$ cat src/tcc_pkg.sv
// Package for the four-channel capture/compare timer with accumulator.
// Assumes a classic Wishbone master with 32-bit data and byte addresses.
package tcc_pkg;
   // Register byte offsets.
   localparam logic [7:0] OFS_CTRL = 8'h00; // Global control.
   localparam logic [7:0] OFS_CFG = 8'h04; // Channel configuration.
   localparam logic [7:0] OFS_FLAGS = 8'h08; // Sticky flags, write one.
   localparam logic [7:0] OFS_FORCE = 8'h0c; // Force compare, reads 0.
   localparam logic [7:0] OFS_COUNT = 8'h10; // Timer counter, read only.
   localparam logic [7:0] OFS_ACCUM = 8'h14; // Accumulator count.
   localparam logic [7:0] OFS_PORT = 8'h18; // General-purpose latch.
   localparam logic [3:0] OFS_CH_HI = 4'h2; // Channels at 0x20..0x2c.
   // Control register fields.
   localparam int CTL_TIMER_EN = 0; // The timer enable bit.
   localparam int CTL_PRESCALE = 1; // Three-bit prescale select.
   localparam int CTL_CRST = 4; // Counter reset on channel 7.
   localparam int CTL_TOVF_IE = 5; // Timer overflow irq enable.
   localparam int CTL_ACC_EN = 6; // Accumulator enable.
   localparam int CTL_ACC_MODE = 7; // 1 gated, 0 event count.
   localparam int CTL_ACC_EDGE = 8; // Accumulator edge select.
   localparam int CTL_AOVF_IE = 9; // Accumulator overflow irq en.
   localparam int CTL_AIN_IE = 10; // Accumulator input irq enable.
   localparam logic [31:0] CTL_WMASK = 32'h0000_07ff; // Writable bits.
   // Configuration register fields, four bits per group except the eight edge bits, ch4 lowest.
   localparam int CFG_DIR = 0; // Direction select, 1 compare.
   localparam int CFG_IE = 4; // Channel irq enable.
   localparam int CFG_OM = 8; // Output mode.
   localparam int CFG_OL = 12; // Output level.
   localparam int CFG_MASK = 16; // Channel 7 override mask.
   localparam int CFG_DATA7 = 20; // Channel 7 override data.
   localparam int CFG_EDGE = 24; // Capture edges, 2 bits each.
   // Flag register fields.
   localparam int FLG_CHAN = 0; // Channel event flags.
   localparam int FLG_TOVF = 4; // Timer overflow flag.
   localparam int FLG_AOVF = 5; // Accumulator overflow flag.
   localparam int FLG_AIN = 6; // Accumulator input flag.
   // Reset values and fixed figures.
   localparam logic [31:0] CTRL_RST = 32'h0000_0000;
   localparam logic [31:0] CFG_RST = 32'h0000_0000;
   localparam logic [15:0] ALL_ONES = 16'hffff;
   localparam logic [5:0] DIV64_TAP = 6'h3f; // Prescaler divide-by-64.
   localparam int CH7 = 3; // Index of channel 7.
   // Whole state of the block.
   typedef struct packed {
      logic ack; // Wishbone acknowledge.
      logic [31:0] rdat; // Read data.
      logic [31:0] ctrl; // Control register.
      logic [31:0] cfg; // Configuration register.
      logic [6:0] flags; // Sticky flags.
      logic [3:0] port; // General-purpose output latch.
      logic [3:0] oc; // Compare output latches.
      logic [6:0] pre; // Prescaler.
      logic [15:0] cnt; // Free-running timer counter.
      logic [15:0] acc; // Pulse accumulator.
      logic [3:0] pin_q; // Previous pin levels.
      logic [3:0][15:0] ch; // Channel capture/compare registers.
   } tcc_state_t;
endpackage

$ cat src/tcc_top.sv
// Four-channel capture/compare timer with 16-bit pulse accumulator.
// Assumes pin inputs synchronous to CLK and a classic Wishbone master.
module tcc_top
   import tcc_pkg::*;
(
   input wire logic CLK,
   input wire logic SRST,
   input wire logic WB_CYC_I,
   input wire logic WB_STB_I,
   input wire logic WB_WE_I,
   input wire logic [7:0] WB_ADR_I,
   input wire logic [3:0] WB_SEL_I,
   input wire logic [31:0] WB_DAT_I,
   output logic [31:0] WB_DAT_O,
   output logic WB_ACK_O,
   input wire logic [3:0] IOC_IN,
   output logic [3:0] IOC_OUT,
   output logic [3:0] IOC_OE_N,
   output logic [3:0] IRQ_CHAN,
   output logic IRQ_TOVF,
   output logic IRQ_ACC_OVF,
   output logic IRQ_ACC_IN
);

   ////////////////////////////////////////////////////////////////////////
   // Helpers.

   // Byte enables widened to a bit mask, used by every writable register.
   // Partial writes keep the untouched bytes of a register intact.
   function automatic logic [31:0] lane_mask(input logic [3:0] sel);
      lane_mask = {{8{sel[3]}}, {8{sel[2]}}, {8{sel[1]}}, {8{sel[0]}}};
   endfunction

   // Compare action: 01 toggle, 10 clear, 11 set, 00 keeps the latch.
   // Mode 00 matters only at the pin, which then shows the port latch unless the channel is masked.
   function automatic logic cmp_act(input logic om, input logic ol,
                                    input logic cur);
      case ({om, ol})
         2'b01: cmp_act = ~cur;
         2'b10: cmp_act = 1'b0;
         2'b11: cmp_act = 1'b1;
         default: cmp_act = cur;
      endcase
   endfunction

   ////////////////////////////////////////////////////////////////////////
   // State and derived events.

   tcc_state_t st_r; // Registered state.
   tcc_state_t st_nxt; // Next state.
   logic bus_take; // Access completes at this edge.
   logic wr; // Write completes at this edge.
   logic [31:0] wm; // Byte lane mask.
   logic [31:0] wmerge; // Write data with unused lanes cleared.
   logic timer_on; // Timer enabled.
   logic [6:0] pmask; // Prescaler tap mask.
   logic tick; // Timer counter clock.
   logic div64; // Divide-by-64 clock.
   logic [3:0] dir; // Direction selects.
   logic [3:0] rise; // Pin rising edges.
   logic [3:0] fall; // Pin falling edges.
   logic [3:0] cap_ev; // Capture events.
   logic [3:0] cmp_ev; // Compare matches.
   logic [3:0] frc; // Forced compares.
   logic [3:0] act; // Compare actions.
   logic [3:0] conn; // Pin driven by compare logic.
   logic ctr_rst; // Channel 7 resets the counter.
   logic tof_set; // Timer wraps.
   logic acc_on; // Accumulator enabled.
   logic gated; // Gated mode.
   logic edge_sel; // Accumulator edge select.
   logic gate_now; // Gate active now.
   logic gate_was; // Gate active last cycle.
   logic ev_edge; // Event mode edge.
   logic acc_inc; // Accumulator increments.
   logic ain_set; // Input flag event.
   logic aovf_set; // Accumulator overflow event.
   logic wr_acc; // Bus write to accumulator.
   logic [6:0] flg_clr; // Flag clears.

   assign bus_take = WB_CYC_I & WB_STB_I & st_r.ack;
   assign wr = bus_take & WB_WE_I;
   assign wm = lane_mask(WB_SEL_I);
   assign wmerge = WB_DAT_I & wm;
   assign timer_on = st_r.ctrl[CTL_TIMER_EN];
   // The prescaler is held at zero while the timer is off, so the first
   // tick after enabling comes one full divided period later.
   // Divider by 2**select taps the low prescaler bits.
   assign pmask = 7'((8'h01 << st_r.ctrl[CTL_PRESCALE +: 3]) - 8'h01);
   assign tick = timer_on & ((st_r.pre & pmask) == pmask);
   // The divide-by-64 clock exists only while the timer runs.
   assign div64 = timer_on & (st_r.pre[5:0] == DIV64_TAP);
   assign dir = st_r.cfg[CFG_DIR +: 4];
   // Edges are taken against last cycle's levels; pins are synchronous.
   assign rise = IOC_IN & ~st_r.pin_q;
   assign fall = ~IOC_IN & st_r.pin_q;
   // Force acts only on compare channels; the others ignore the bit.
   assign frc = (wr && WB_ADR_I == OFS_FORCE) ?
                (WB_DAT_I[3:0] & wm[3:0] & dir) : 4'h0;

   // Per-channel events. Each channel is either a capture input or a
   // compare output, never both, so the two event vectors are disjoint
   // and can share one flag bit per channel.
   genvar g;
   generate
      for (g = 0; g < 4; g++) begin : g_ch
         // An input channel captures on its selected edges.
         assign cap_ev[g] = ~dir[g] &
            ((st_r.cfg[CFG_EDGE + 2*g] & rise[g]) |
             (st_r.cfg[CFG_EDGE + 2*g + 1] & fall[g]));
         // An output channel matches when the counter equals it.
         assign cmp_ev[g] = dir[g] & tick &
            (st_r.cnt == st_r.ch[g]);
         assign act[g] = cmp_ev[g] | frc[g];
         // Masked channels stay on the compare path for the override.
         assign conn[g] = dir[g] & ((st_r.cfg[CFG_OM + g] |
            st_r.cfg[CFG_OL + g]) | st_r.cfg[CFG_MASK + g]);
      end
   endgenerate

   // Channel 7 may restart the counter. The reset replaces the increment
   // on the same tick, so the wrap flag cannot be raised by a reset.
   // This works whatever the accumulator does with the shared pin.
   assign ctr_rst = cmp_ev[CH7] & st_r.ctrl[CTL_CRST];
   assign tof_set = tick & ~ctr_rst & (st_r.cnt == ALL_ONES);

   // Accumulator events; the pin is shared with channel 7.
   // Software should disconnect channel 7 from the compare logic before
   // using the pin as an accumulator input; nothing here enforces it.
   assign acc_on = st_r.ctrl[CTL_ACC_EN];
   assign gated = st_r.ctrl[CTL_ACC_MODE];
   assign edge_sel = st_r.ctrl[CTL_ACC_EDGE];
   assign ev_edge = edge_sel ? rise[CH7] : fall[CH7];
   assign gate_now = edge_sel ? ~IOC_IN[CH7] : IOC_IN[CH7];
   assign gate_was = edge_sel ? ~st_r.pin_q[CH7] : st_r.pin_q[CH7];
   // Event counting needs no timer clock at all.
   assign acc_inc = acc_on & (gated ? (div64 & gate_now)
                                    : ev_edge);
   assign ain_set = acc_on & (gated ? (gate_was & ~gate_now)
                                    : ev_edge);
   assign aovf_set = acc_inc & (st_r.acc == ALL_ONES);
   assign wr_acc = wr && WB_ADR_I == OFS_ACCUM;
   assign flg_clr = (wr && WB_ADR_I == OFS_FLAGS) ? wmerge[6:0] : 7'h00;

   ////////////////////////////////////////////////////////////////////////
   // Next-state logic.

   // One process computes every field of the next state.
   always_comb begin
      logic [31:0] rd;
      logic [1:0] idx;
      rd = 32'h0000_0000;
      idx = WB_ADR_I[3:2];
      st_nxt = st_r;
      // Edge detectors compare against the previous cycle's pin levels.
      st_nxt.pin_q = IOC_IN;
      // Prescaler runs only while the timer is enabled.
      st_nxt.pre = timer_on ? 7'(st_r.pre + 7'h01) : 7'h00;
      // Counter steps on the selected clock or is reset by channel 7.
      if (tick) begin
         st_nxt.cnt = ctr_rst ? 16'h0000
                              : 16'(st_r.cnt + 16'h0001);
      end
      // Captures take the counter value; bus writes cannot disturb them.
      for (int j = 0; j < 4; j++) begin
         // A capture overwrites the register whether or not it was read.
         if (cap_ev[j]) begin
            st_nxt.ch[j] = st_r.cnt;
         end
         // A forced compare takes the same pin action as a match.
         if (act[j]) begin
            st_nxt.oc[j] = cmp_act(st_r.cfg[CFG_OM + j],
               st_r.cfg[CFG_OL + j], st_r.oc[j]);
         end
      end
      // Channel 7 wins over the others on masked pins.
      // A forced channel 7 compare applies the override as well.
      if (act[CH7]) begin
         for (int j = 0; j < 4; j++) begin
            if (st_r.cfg[CFG_MASK + j]) begin
               st_nxt.oc[j] = st_r.cfg[CFG_DATA7 + j];
            end
         end
      end
      // Accumulator counts; a bus write below takes precedence.
      if (acc_inc) begin
         st_nxt.acc = 16'(st_r.acc + 16'h0001);
      end
      // Flags: a new event wins over a clear in the same cycle.
      // Forces never reach the channel flags; only captures and matches do.
      st_nxt.flags = (st_r.flags & ~flg_clr) |
         {ain_set, aovf_set, tof_set, cmp_ev | cap_ev};
      // Register writes at the acknowledging edge.
      // Writes follow the events, so a same-cycle write wins.
      if (wr) begin
         if (WB_ADR_I == OFS_CTRL) begin
            // Bits outside the writable mask always read zero.
            st_nxt.ctrl = ((st_r.ctrl & ~wm) | wmerge) & CTL_WMASK;
         end else if (WB_ADR_I == OFS_CFG) begin
            st_nxt.cfg = (st_r.cfg & ~wm) | wmerge;
         end else if (WB_ADR_I == OFS_PORT) begin
            // Only the latch changes; the pin may be owned by compare.
            st_nxt.port = (st_r.port & ~wm[3:0]) | wmerge[3:0];
         end else if (wr_acc) begin
            st_nxt.acc = (st_r.acc & ~wm[15:0]) | wmerge[15:0];
         end else if (WB_ADR_I[7:4] == OFS_CH_HI && dir[idx]) begin
            // Capture channels drop writes so no captured time is lost.
            st_nxt.ch[idx] = (st_r.ch[idx] & ~wm[15:0])
                           | wmerge[15:0];
         end
      end
      // Read multiplexer; unmapped addresses read zero.
      if (WB_ADR_I == OFS_CTRL) begin
         rd = st_r.ctrl;
      end else if (WB_ADR_I == OFS_CFG) begin
         rd = st_r.cfg;
      end else if (WB_ADR_I == OFS_FLAGS) begin
         rd = {25'h0000000, st_r.flags};
      end else if (WB_ADR_I == OFS_COUNT) begin
         // The counter is read only; writes to it are dropped.
         rd = {16'h0000, st_r.cnt};
      end else if (WB_ADR_I == OFS_ACCUM) begin
         rd = {16'h0000, st_r.acc};
      end else if (WB_ADR_I == OFS_PORT) begin
         rd = {28'h0000000, st_r.port};
      end else if (WB_ADR_I[7:4] == OFS_CH_HI) begin
         rd = {16'h0000, st_r.ch[idx]};
      end
      // Acknowledge one cycle after the request, then drop it.
      // The wait state lets read data come straight from a flip-flop.
      if (WB_CYC_I && WB_STB_I && !st_r.ack) begin
         st_nxt.ack = 1'b1;
         st_nxt.rdat = rd;
      end else begin
         st_nxt.ack = 1'b0;
      end
      // Nothing is latched from ports during reset.
      // The pin history clears to zero, so a pin idling high shows a rise
      // after reset; harmless, as every event source starts disabled.
      if (SRST) begin
         st_nxt = '0;
         st_nxt.ctrl = CTRL_RST;
         st_nxt.cfg = CFG_RST;
      end
   end

   // State register; reset is folded into the next state above.
   always_ff @(posedge CLK) begin
      st_r <= st_nxt;
   end

   ////////////////////////////////////////////////////////////////////////
   // Outputs.

   assign WB_DAT_O = st_r.rdat;
   assign WB_ACK_O = st_r.ack;
   // Compare channels drive their pins; free pins show the port latch.
   assign IOC_OUT = (conn & st_r.oc) | (~conn & st_r.port);
   // Direction alone sets the enable: a disconnected compare channel
   // still drives its pin, then with the port latch value.
   assign IOC_OE_N = ~dir;
   // Levels: each request stands while flag and enable are both set.
   // Software drops a request by clearing its flag or its enable.
   assign IRQ_CHAN = st_r.flags[FLG_CHAN +: 4]
                   & st_r.cfg[CFG_IE +: 4];
   assign IRQ_TOVF = st_r.flags[FLG_TOVF]
                   & st_r.ctrl[CTL_TOVF_IE];
   assign IRQ_ACC_OVF = st_r.flags[FLG_AOVF]
                      & st_r.ctrl[CTL_AOVF_IE];
   assign IRQ_ACC_IN = st_r.flags[FLG_AIN]
                     & st_r.ctrl[CTL_AIN_IE];
endmodule

$ cat config.mk
export PLATFORM = sky130hd
export DESIGN_NAME = tcc_top
export DESIGN_NICKNAME = d
export VERILOG_FILES = /design/src/tcc_pkg.sv /design/src/tcc_top.sv
export SDC_FILE = /design/constraint.sdc
export NUM_CORES = 1
export LEC_CHECK = 0
export ABC_AREA = 1
export ABC_CLOCK_PERIOD_IN_PS = 2500
export BUFFER_PORTS_ARGS = -buffer_cell sky130_fd_sc_hd__clkbuf_2
export CAP_MARGIN = 20
export CORE_ASPECT_RATIO = 1.4
export CORE_MARGIN = 1
export CORE_UTILIZATION = 35
export DETAILED_ROUTE_END_ITERATION = 16
export HOLD_SLACK_MARGIN = 0.06
export PLACE_DENSITY = 0.51
export SLEW_MARGIN = 20
export SYNTH_ARGS = -nofsm -noshare
export SYNTH_HDL_FRONTEND = slang
export SYNTH_SLANG_ARGS = --single-unit
$ cat constraint.sdc
create_clock -name CLK -period 2.5 [get_ports CLK]
set_clock_uncertainty 0.2 [all_clocks]
set_input_delay 0.5 -clock CLK [delete_from_list [all_inputs] [get_ports CLK]]
set_output_delay 0.5 -clock CLK [all_outputs]
set_load 0.02 [all_outputs]
==> run metrics, run 1 <==
total grt overflow 0; number of flops mapped to enable cells by yosys 0; Pre-Repair DR Iteration Count 5; Fmax 412 MHz; first-pass GRT wire length 77600 um; most frequent cells in the layout 581 x nand2_1, 285 x nor2_1, 220 x o21ai_0, 197 x dfxtp_1, 167 x inv_1; Synth top area share 0.332; leakage 6.26 nW; CTS tree done; Async S/R FF share, synth 0; Area growth, synth to finish 19.5%; gpl congestion 1.02; WL/cell 20.3 um; Mean Syn Cell Area 6.03 um2; post-layout util 0.427; commonest non-fill, non-tap cell in the layout nand2_1; Top Metal Used met4; crit path kind flop to primary output; routed vias 13700; critical path launch point type flop; chip width 158 um; post-synthesis register bit count 198; sink count of the clock tree 198; Syn Nets 2035; initial antenna violation count 0; CTS Buffer Depth 2; Cell Area, Synth 0.0119 mm2; top cells by area, synth dfxtp_1 33%, nand2_1 18%, o21ai_0 9.2%, nor2_1 9.0%, inv_1 5.3%; pre-CTS WS -0.0567 ns; Vias/cell 5.32; IO buf count 100; Max VDD drop 0.000369 V; max cap viols 0; Netlist cell types 39; TritonCTS buffer count 17; Post-Place Cell Area 0.0135 mm2; Core ar. 0.0334 mm2; Synth Flop Type dfxtp_1; drt total wl 52300 um; fin nets 2172; endpoints failing hold 0; share of cells above drive strength 1 0.137; largest net degree at the start of global routing 71; Tcrit/Tclk final 0.970; Worst Setup End Kind primary output; number of H-tree levels 4; actual slew at the worst max-slew pin 0.528 ns; DRC 0; RSZ-0062 raised after global routing false; WHS 0.0681 ns; vias in the first global route 13000; Tot Pwr 6.57 mW; Clock Latency Late Sink 0.47 ns; largest area contributor in the netlist dfxtp_1; Detail Route Antenna Nets 0; metal2 WL 25500 um; Post-Layout Cell Count 2574; Starting Density 0.357; Setup TNS 0 ns; root buffer cell clkbuf_16; # rows 79; post-synthesis instance total 1979; hpwl dp 41100 um; Final WS setup 0.0748 ns; sequential element share of the synthesized area 0.332; Critical Path AT 1.73 ns; # diodes 0; crit-path max FO 5; worst hold path type input port to flop; Crit path required time 1.80 ns; # setup viols final 0; placed insts 2532; met3 WL post-DR 3050 um; YS warnings 0; Global Route Usage Sum 0.306; Iter 0 DRT Violations 1196; Slew Limit Fails 0; Die Span Y 220 um; outcome finished, final reports clean; DIE AREA 0.0348 mm2; Tmin final 2.43 ns; io pins 101; PwrDens 461 mW/mm2; post-route cell area 0.0143 mm2; Layout fillers 3750; clock slew seen by the registers of the worst setup and hold paths 0.08 ns; DRT met1 WL 20000 um; Slew headroom 0.644
## path summary, 6_finish.rpt
check,from,endpoint,slack [ns],depth (start not counted)
hold reg to reg,st_r[106]$_SDFF_PP0_,st_r[106]$_SDFF_PP0_,0.26,1
setup / recovery,flop,IOC_OUT[2],0.07,3
hold / removal,WB_DAT_I[31],flop,0.07,3
setup reg to reg,st_r[99]$_SDFFE_PP0N_,st_r[119]$_SDFF_PP0_,0.14,10
## cell type report
type                            instances  area [um2]  area share
Timing Repair Buffer                  235        1710       0.120
Clock buffer                           17         425      0.0298
Tap cell                              445         557      0.0390
Inverter                              181         681      0.0477
Multi-Input combinational cell       1483        6710       0.471
Sequential cell                       198        3970       0.278
Clock inverter                         15         214      0.0150
## cells by family (layout without fill, tap and decap cells)
logic type,after synthesis,count (layout),share of synthesized area
DFF,198,198,0.332
AOI/OAI and AO/OA,399,399,0.177
xor gates and xnor gates,31,31,0.0228
buffers and inverters,298,448,0.107
and+or+nand+nor,1050,1050,0.358
adders and majority gates,3,3,0.00315
## power breakdown
| part | internal, mW | switching (mW) | leakage [nW] |
|---|---|---|---|
| Combinational | 0.122 | 0.297 | 4.36 |
| Clock | 1.46 | 1.52 | 0.302 |
| Sequential | 3.16 | 0.00809 | 1.60 |
| Total | 4.74 | 1.83 | 6.26 |
## synthesized netlist by cell type, drive strengths merged (2+ instances only)
library cell,n
nor2,299
and3,3
buf,56
o2111ai,4
dfxtp,198
o21ai,240
nand3b,2
nand3,96
nor4,2
a22oi,8
a211o,3
nor3,33
inv,175
nand4,28
clkinv,6
a21oi,116
xor2,22
nand2,583
o211ai,10
clkbuf,61
o221ai,3
o22ai,6
xnor2,9
nor3b,2
ha,3
a31oi,8
## worst max-delay path, stage by stage (launching register included)
cell and delay, ns:
dfxtp_1 0.60, o21ai_0 0.19, o21ai_0 0.26, clkbuf_2 0.22
## timing repair
item                                    CTS  global route
gates cloned                              0             0
endpoints found under the setup margin    1             3
hold buffers                              7             0
endpoints found under the hold margin     7             0
buffers inserted                          0             3
gates resized for setup                   1             2
## metal layers
metal / GRT usage / vias up
li1: - / 6622
met1: 0.341 / 6346
met2: 0.539 / 572
met3: 0.0407 / 163
met4: 0.207 / 0
met5: 0 / -
Note: power is estimated with default switching activity, not from simulation.
==> run 2: changes to the inputs <==
--- a/config.mk
+++ b/config.mk
@@ -12,6 +12,7 @@
 export CORE_ASPECT_RATIO = 1.4
 export CORE_MARGIN = 1
 export CORE_UTILIZATION = 35
+export CTS_BUF_LIST = sky130_fd_sc_hd__clkbuf_4
 export DETAILED_ROUTE_END_ITERATION = 16
 export HOLD_SLACK_MARGIN = 0.06
 export PLACE_DENSITY = 0.51
==> run metrics, run 2 (same netlist as run 1, synthesis figures left out) <==
outcome finished, final reports clean; TritonCTS buffer count 17; Crit path required time 1.80 ns; leakage 6.35 nW; GRT busiest layer met2; gpl congestion 1.02; DIE AREA 0.0348 mm2; actual slew at the worst max-slew pin 0.510 ns; Pint 3.90 mW; CTS Buffer Depth 2; Net Sw Frac 0.304; Pre-Repair DR Iteration Count 6; Global Route Usage Sum 0.307; PwrDens 388 mW/mm2; io pins 101; Vias/cell 5.30; endpoints failing hold 0; WL/cell 20.1 um; WHS 0.103 ns; Tcrit/Tclk final 0.964; DRC 0; grt met1 use 0.343; Detail Route Antenna Nets 0; Flop pwr share 0.568; Core ar. 0.0334 mm2; fin nets 2213; Worst Setup End Kind primary output; Starting Density 0.357; post-route cell area 0.0144 mm2; most frequent cells in the layout 579 x nand2_1, 285 x nor2_1, 214 x o21ai_0, 190 x dfxtp_1, 160 x inv_1; vias in the first global route 13100; CTS tree done; Area growth, synth to finish 21.0%; Logic pwr share 0.082; NetSw 1.70 mW; share of cells above drive strength 1 0.144; Post-Place Cell Area 0.0135 mm2; met2 GRT Util 0.546; Slew Limit Fails 0; Max VDD drop 0.000310 V; commonest non-fill, non-tap cell in the layout nand2_1; sink count of the clock tree 198; crit-path max FO 3; placed insts 2532; total grt overflow 0; max cap viols 0; clock slew seen by the registers of the worst setup and hold paths 0.19 ns; first-pass GRT wire length 78200 um; number of H-tree levels 4; # setup viols final 0; met3 Track Usage GR 0.0380; hpwl dp 41100 um; Fmax 415 MHz; initial antenna violation count 1; worst hold path type input port to flop; IO buf count 100; # rows 79; Layout fillers 3738; Post-Layout Cell Count 2617; Iter 0 DRT Violations 1289; chip width 158 um; drt total wl 52700 um; routed vias 13900; critical path launch point type flop; Critical Path AT 1.71 ns; Clock power frac 0.350; Die Span Y 220 um; largest net degree at the start of global routing 71; Slew headroom 0.657; crit path kind flop to primary output; root buffer cell clkbuf_4; Clock Latency Late Sink 0.68 ns; post-layout util 0.432; Tmin final 2.41 ns
## run 2: changes by cell type in the layout (fill, tap and decap cells not counted), moves of 6 or more
cell           before  now
inv_2               7   13
dfxtp_2             1    7
clkbuf_16          17    0
dfxtp_1           197  190
o21ai_0           220  214
inv_1             167  160
dlygate4sd3_1       7   48
clkbuf_4            0   17
## run 2: layout make-up
class	instances	area, um2	area share
Multi-Input combinational cell	1483	6750	0.467
Antenna cell	2	5.00	0.000347
Inverter	181	684	0.0474
Clock inverter	15	214	0.0148
Timing Repair Buffer	276	2130	0.147
Sequential cell	198	3980	0.275
Tap cell	445	557	0.0386
Clock buffer	17	128	0.00884
## run 2: worst max-delay path, cell delays in order, from the launching register on
cell and delay [ns]:
dfxtp_2 0.37, inv_2 0.09, nand2_1 0.10, o21ai_2 0.14, nand2_1 0.06, o21ai_1 0.11
buf_4 0.17
## run 2: power by group through the flow
| stage | clock [mW] | combinational (mW) | sequential, mW |
|---|---|---|---|
| after global routing | 2.13 | 0.485 | 3.18 |
| after global placement | 0 | 0.403 | 3.24 |
| after detailed placement | 0 | 0.401 | 3.24 |
| after floorplan | 0 | 0.188 | 3.24 |
| final | 1.96 | 0.460 | 3.18 |
| after CTS | 2.00 | 0.451 | 3.18 |
## run 2: worst paths after layout
check                            start  cells past startpoint                       end  slack, ns
setup / recovery                  flop                      6                IOC_OUT[2]       0.09
hold / removal                WB_STB_I                      5  WB_DAT_O[6]$_SDFFE_PP0P_       0.10
setup reg to reg  st_r[102]$_SDFF_PP0_                     10      st_r[107]$_SDFF_PP0_       0.13
hold reg to reg   st_r[106]$_SDFF_PP0_                      1      st_r[106]$_SDFF_PP0_       0.27
## run 2: metrics by stage
stage | TNS [ns] | power, mW | setup WS, ns
2_1_floorplan | 0 | 3.43 | 0.261
3_3_place_gp | -0.0266 | 3.65 | -0.0266
3_5_place_dp | -0.0567 | 3.64 | -0.0567
4_1_cts | 0 | 5.63 | 0.00385
5_1_grt | -0.000220 | 5.79 | -0.000220
6_report | 0 | 5.60 | 0.0907
## run 2: repair_timing
item | CTS | global route
pin swaps | 1 | 0
setup endpoints to repair | 6 | 22
buffers inserted | 0 | 3
gates resized for setup | 25 | 16
hold endpoints to repair | 60 | 0
hold buffers | 48 | 0
## run 2: metal layers
metal	wire length, um	share of wire	vias to the layer above
met5	0	0	-
met4	3670	0.070	0
met3	2910	0.055	173
met2	25900	0.49	587
met1	20200	0.38	6405
li1	-	-	6697
==> run 3: changes to the inputs <==
--- a/config.mk
+++ b/config.mk
@@ -15,7 +15,6 @@
 export CTS_BUF_LIST = sky130_fd_sc_hd__clkbuf_4
 export DETAILED_ROUTE_END_ITERATION = 16
 export HOLD_SLACK_MARGIN = 0.06
-export PLACE_DENSITY = 0.51
 export SLEW_MARGIN = 20
 export SYNTH_ARGS = -nofsm -noshare
 export SYNTH_HDL_FRONTEND = slang
==> run metrics, run 3 (same netlist as run 1, synthesis figures left out) <==
outcome finished, final reports clean; share of cells above drive strength 1 0.143; CP max stage cell dfxtp_2; Pre-Repair DR Iteration Count 6; Starting Density 0.357; Core ar. 0.0334 mm2; number of H-tree levels 4; crit-path max FO 3; WL/cell 19.7 um; clock slew seen by the registers of the worst setup and hold paths 0.18 ns; worst hold path type input port to flop; Slew headroom 0.690; postcts setup bufs 0; Post-Layout Cell Count 2619; crit path kind flop to primary output; leakage 6.35 nW; Vias/cell 5.33; # rows 79; post-layout util 0.431; vias in the first global route 13400; Tmin final 2.44 ns; drt total wl 51500 um; hpwl dp 40400 um; Crit path required time 1.80 ns; Fmax 410 MHz; routed vias 14000; TritonCTS buffer count 17; DRC 0; Clock Latency Late Sink 0.69 ns; sink count of the clock tree 198; # setup viols final 0; most frequent cells in the layout 578 x nand2_1, 285 x nor2_1, 214 x o21ai_0, 189 x dfxtp_1, 163 x inv_1; total grt overflow 0; placed insts 2534; slowest cell delay on critical path 0.37 ns; Critical Path AT 1.74 ns; gpl congestion 1.06; IO buf count 100; Max VDD drop 0.000262 V; critical path launch point type flop; Worst Setup End Kind primary output; CTS tree done; largest net degree at the start of global routing 44; Area growth, synth to finish 20.7%; CP bufs+invs 2; Die Span Y 220 um; Tot Pwr 5.51 mW; endpoints failing hold 0; root buffer cell clkbuf_4; Detail Route Antenna Nets 0; CP cell instances inv_1 -> nand3_2 -> a31oi_1 -> clkbuf_4; Global Route Usage Sum 0.301; CTS Buffer Depth 2; first-pass GRT wire length 76800 um; Slew Limit Fails 0; PwrDens 383 mW/mm2; fin nets 2216; io pins 101; crit-path leading delay family flip-flops; Tcrit/Tclk final 0.974; Iter 0 DRT Violations 1491; actual slew at the worst max-slew pin 0.464 ns; commonest non-fill, non-tap cell in the layout nand2_1; initial antenna violation count 2; max cap viols 0; DIE AREA 0.0348 mm2; chip width 158 um
==> run 3: cell types whose count changed in the layout (fill, tap and decap cells not counted), moves of 2 or more <==
cell,change
dlygate4sd3_1,+4
inv_2,-2
inv_1,+3
buf_12,-4
buf_6,+2
clkinv_8,-5
clkbuf_4,+2
inv_8,+3
==> run 3: metrics by stage <==
| stage | TNS [ns] | hold WS, ns | area [um2] | worst slack [ns] |
|---|---|---|---|---|
| 5_1_grt | -0.00856 | 0.0945 | 14400 | -0.00526 |
| 2_1_floorplan | 0 | 0.222 | 11900 | 0.261 |
| 6_report | 0 | 0.109 | 14400 | 0.0639 |
| 4_1_cts | 0 | 0.0678 | 14400 | 0.00165 |
| 3_3_place_gp | 0 | 0.236 | 13500 | 0.0373 |
| 3_5_place_dp | 0 | 0.252 | 13500 | 0.0308 |
==> run 3: area by class of cell <==
class | instances | area, um2
repair buffers | 279 | 2120
clock inverters | 15 | 184
diodes | 1 | 2.50
well taps | 445 | 557
inverters | 181 | 681
flip-flops and latches | 198 | 3980
multi-input cells | 1483 | 6750
fillers | 3724 | 19000
clock buffers | 17 | 128
==> run 3: worst reg2reg max path, cell delays in order (launching register included) <==
cell      delay [ns]
dfxtp_1         0.36
clkinv_1        0.29
nand2_1         0.20
nand2_1         0.07
nor2_1          0.14
nand2_1         0.07
nor2_1          0.10
nand4_1         0.21
nand2_1         0.26
nand2_1         0.09
o21ai_0         0.19
nor2_1          0.07
==> run 3: final timing paths <==
path | startpoint | to | slack [ns] | cells after the start
max reg2reg | st_r[87]$_SDFFE_PP0N_ | st_r[109]$_SDFF_PP0_ | 0.16 | 11
max | flop | IOC_OUT[3] | 0.06 | 4
min | SRST | WB_DAT_O[7]$_SDFFE_PP0P_ | 0.11 | 3
min reg2reg | st_r[100]$_SDFF_PP0_ | st_r[100]$_SDFF_PP0_ | 0.25 | 1
==> run 3: per-layer routing <==
| layer | global-route usage | part of all wire | vias up |
|---|---|---|---|
| met2 | 0.526 | 0.48 | 648 |
| met3 | 0.0468 | 0.068 | 220 |
| li1 | - | - | 6714 |
| met1 | 0.318 | 0.36 | 6381 |
| met4 | 0.250 | 0.086 | 0 |
| met5 | 0 | 0 | - |
==> run 3: timing repair <==
item                       CTS  global route
hold endpoints to repair    60             0
setup endpoints to repair    6            12
gates resized for setup     25            16
pin swaps                    0             3
cloned                       0             0
hold buffers                52             0
==> run 3: where the power goes <==
part           total (mW)  leakage [nW]  switching, mW  internal, mW
Clock                1.88         0.163           1.32         0.558
Sequential           3.18          1.60        0.00861          3.17
Combinational       0.452          4.58          0.304         0.149
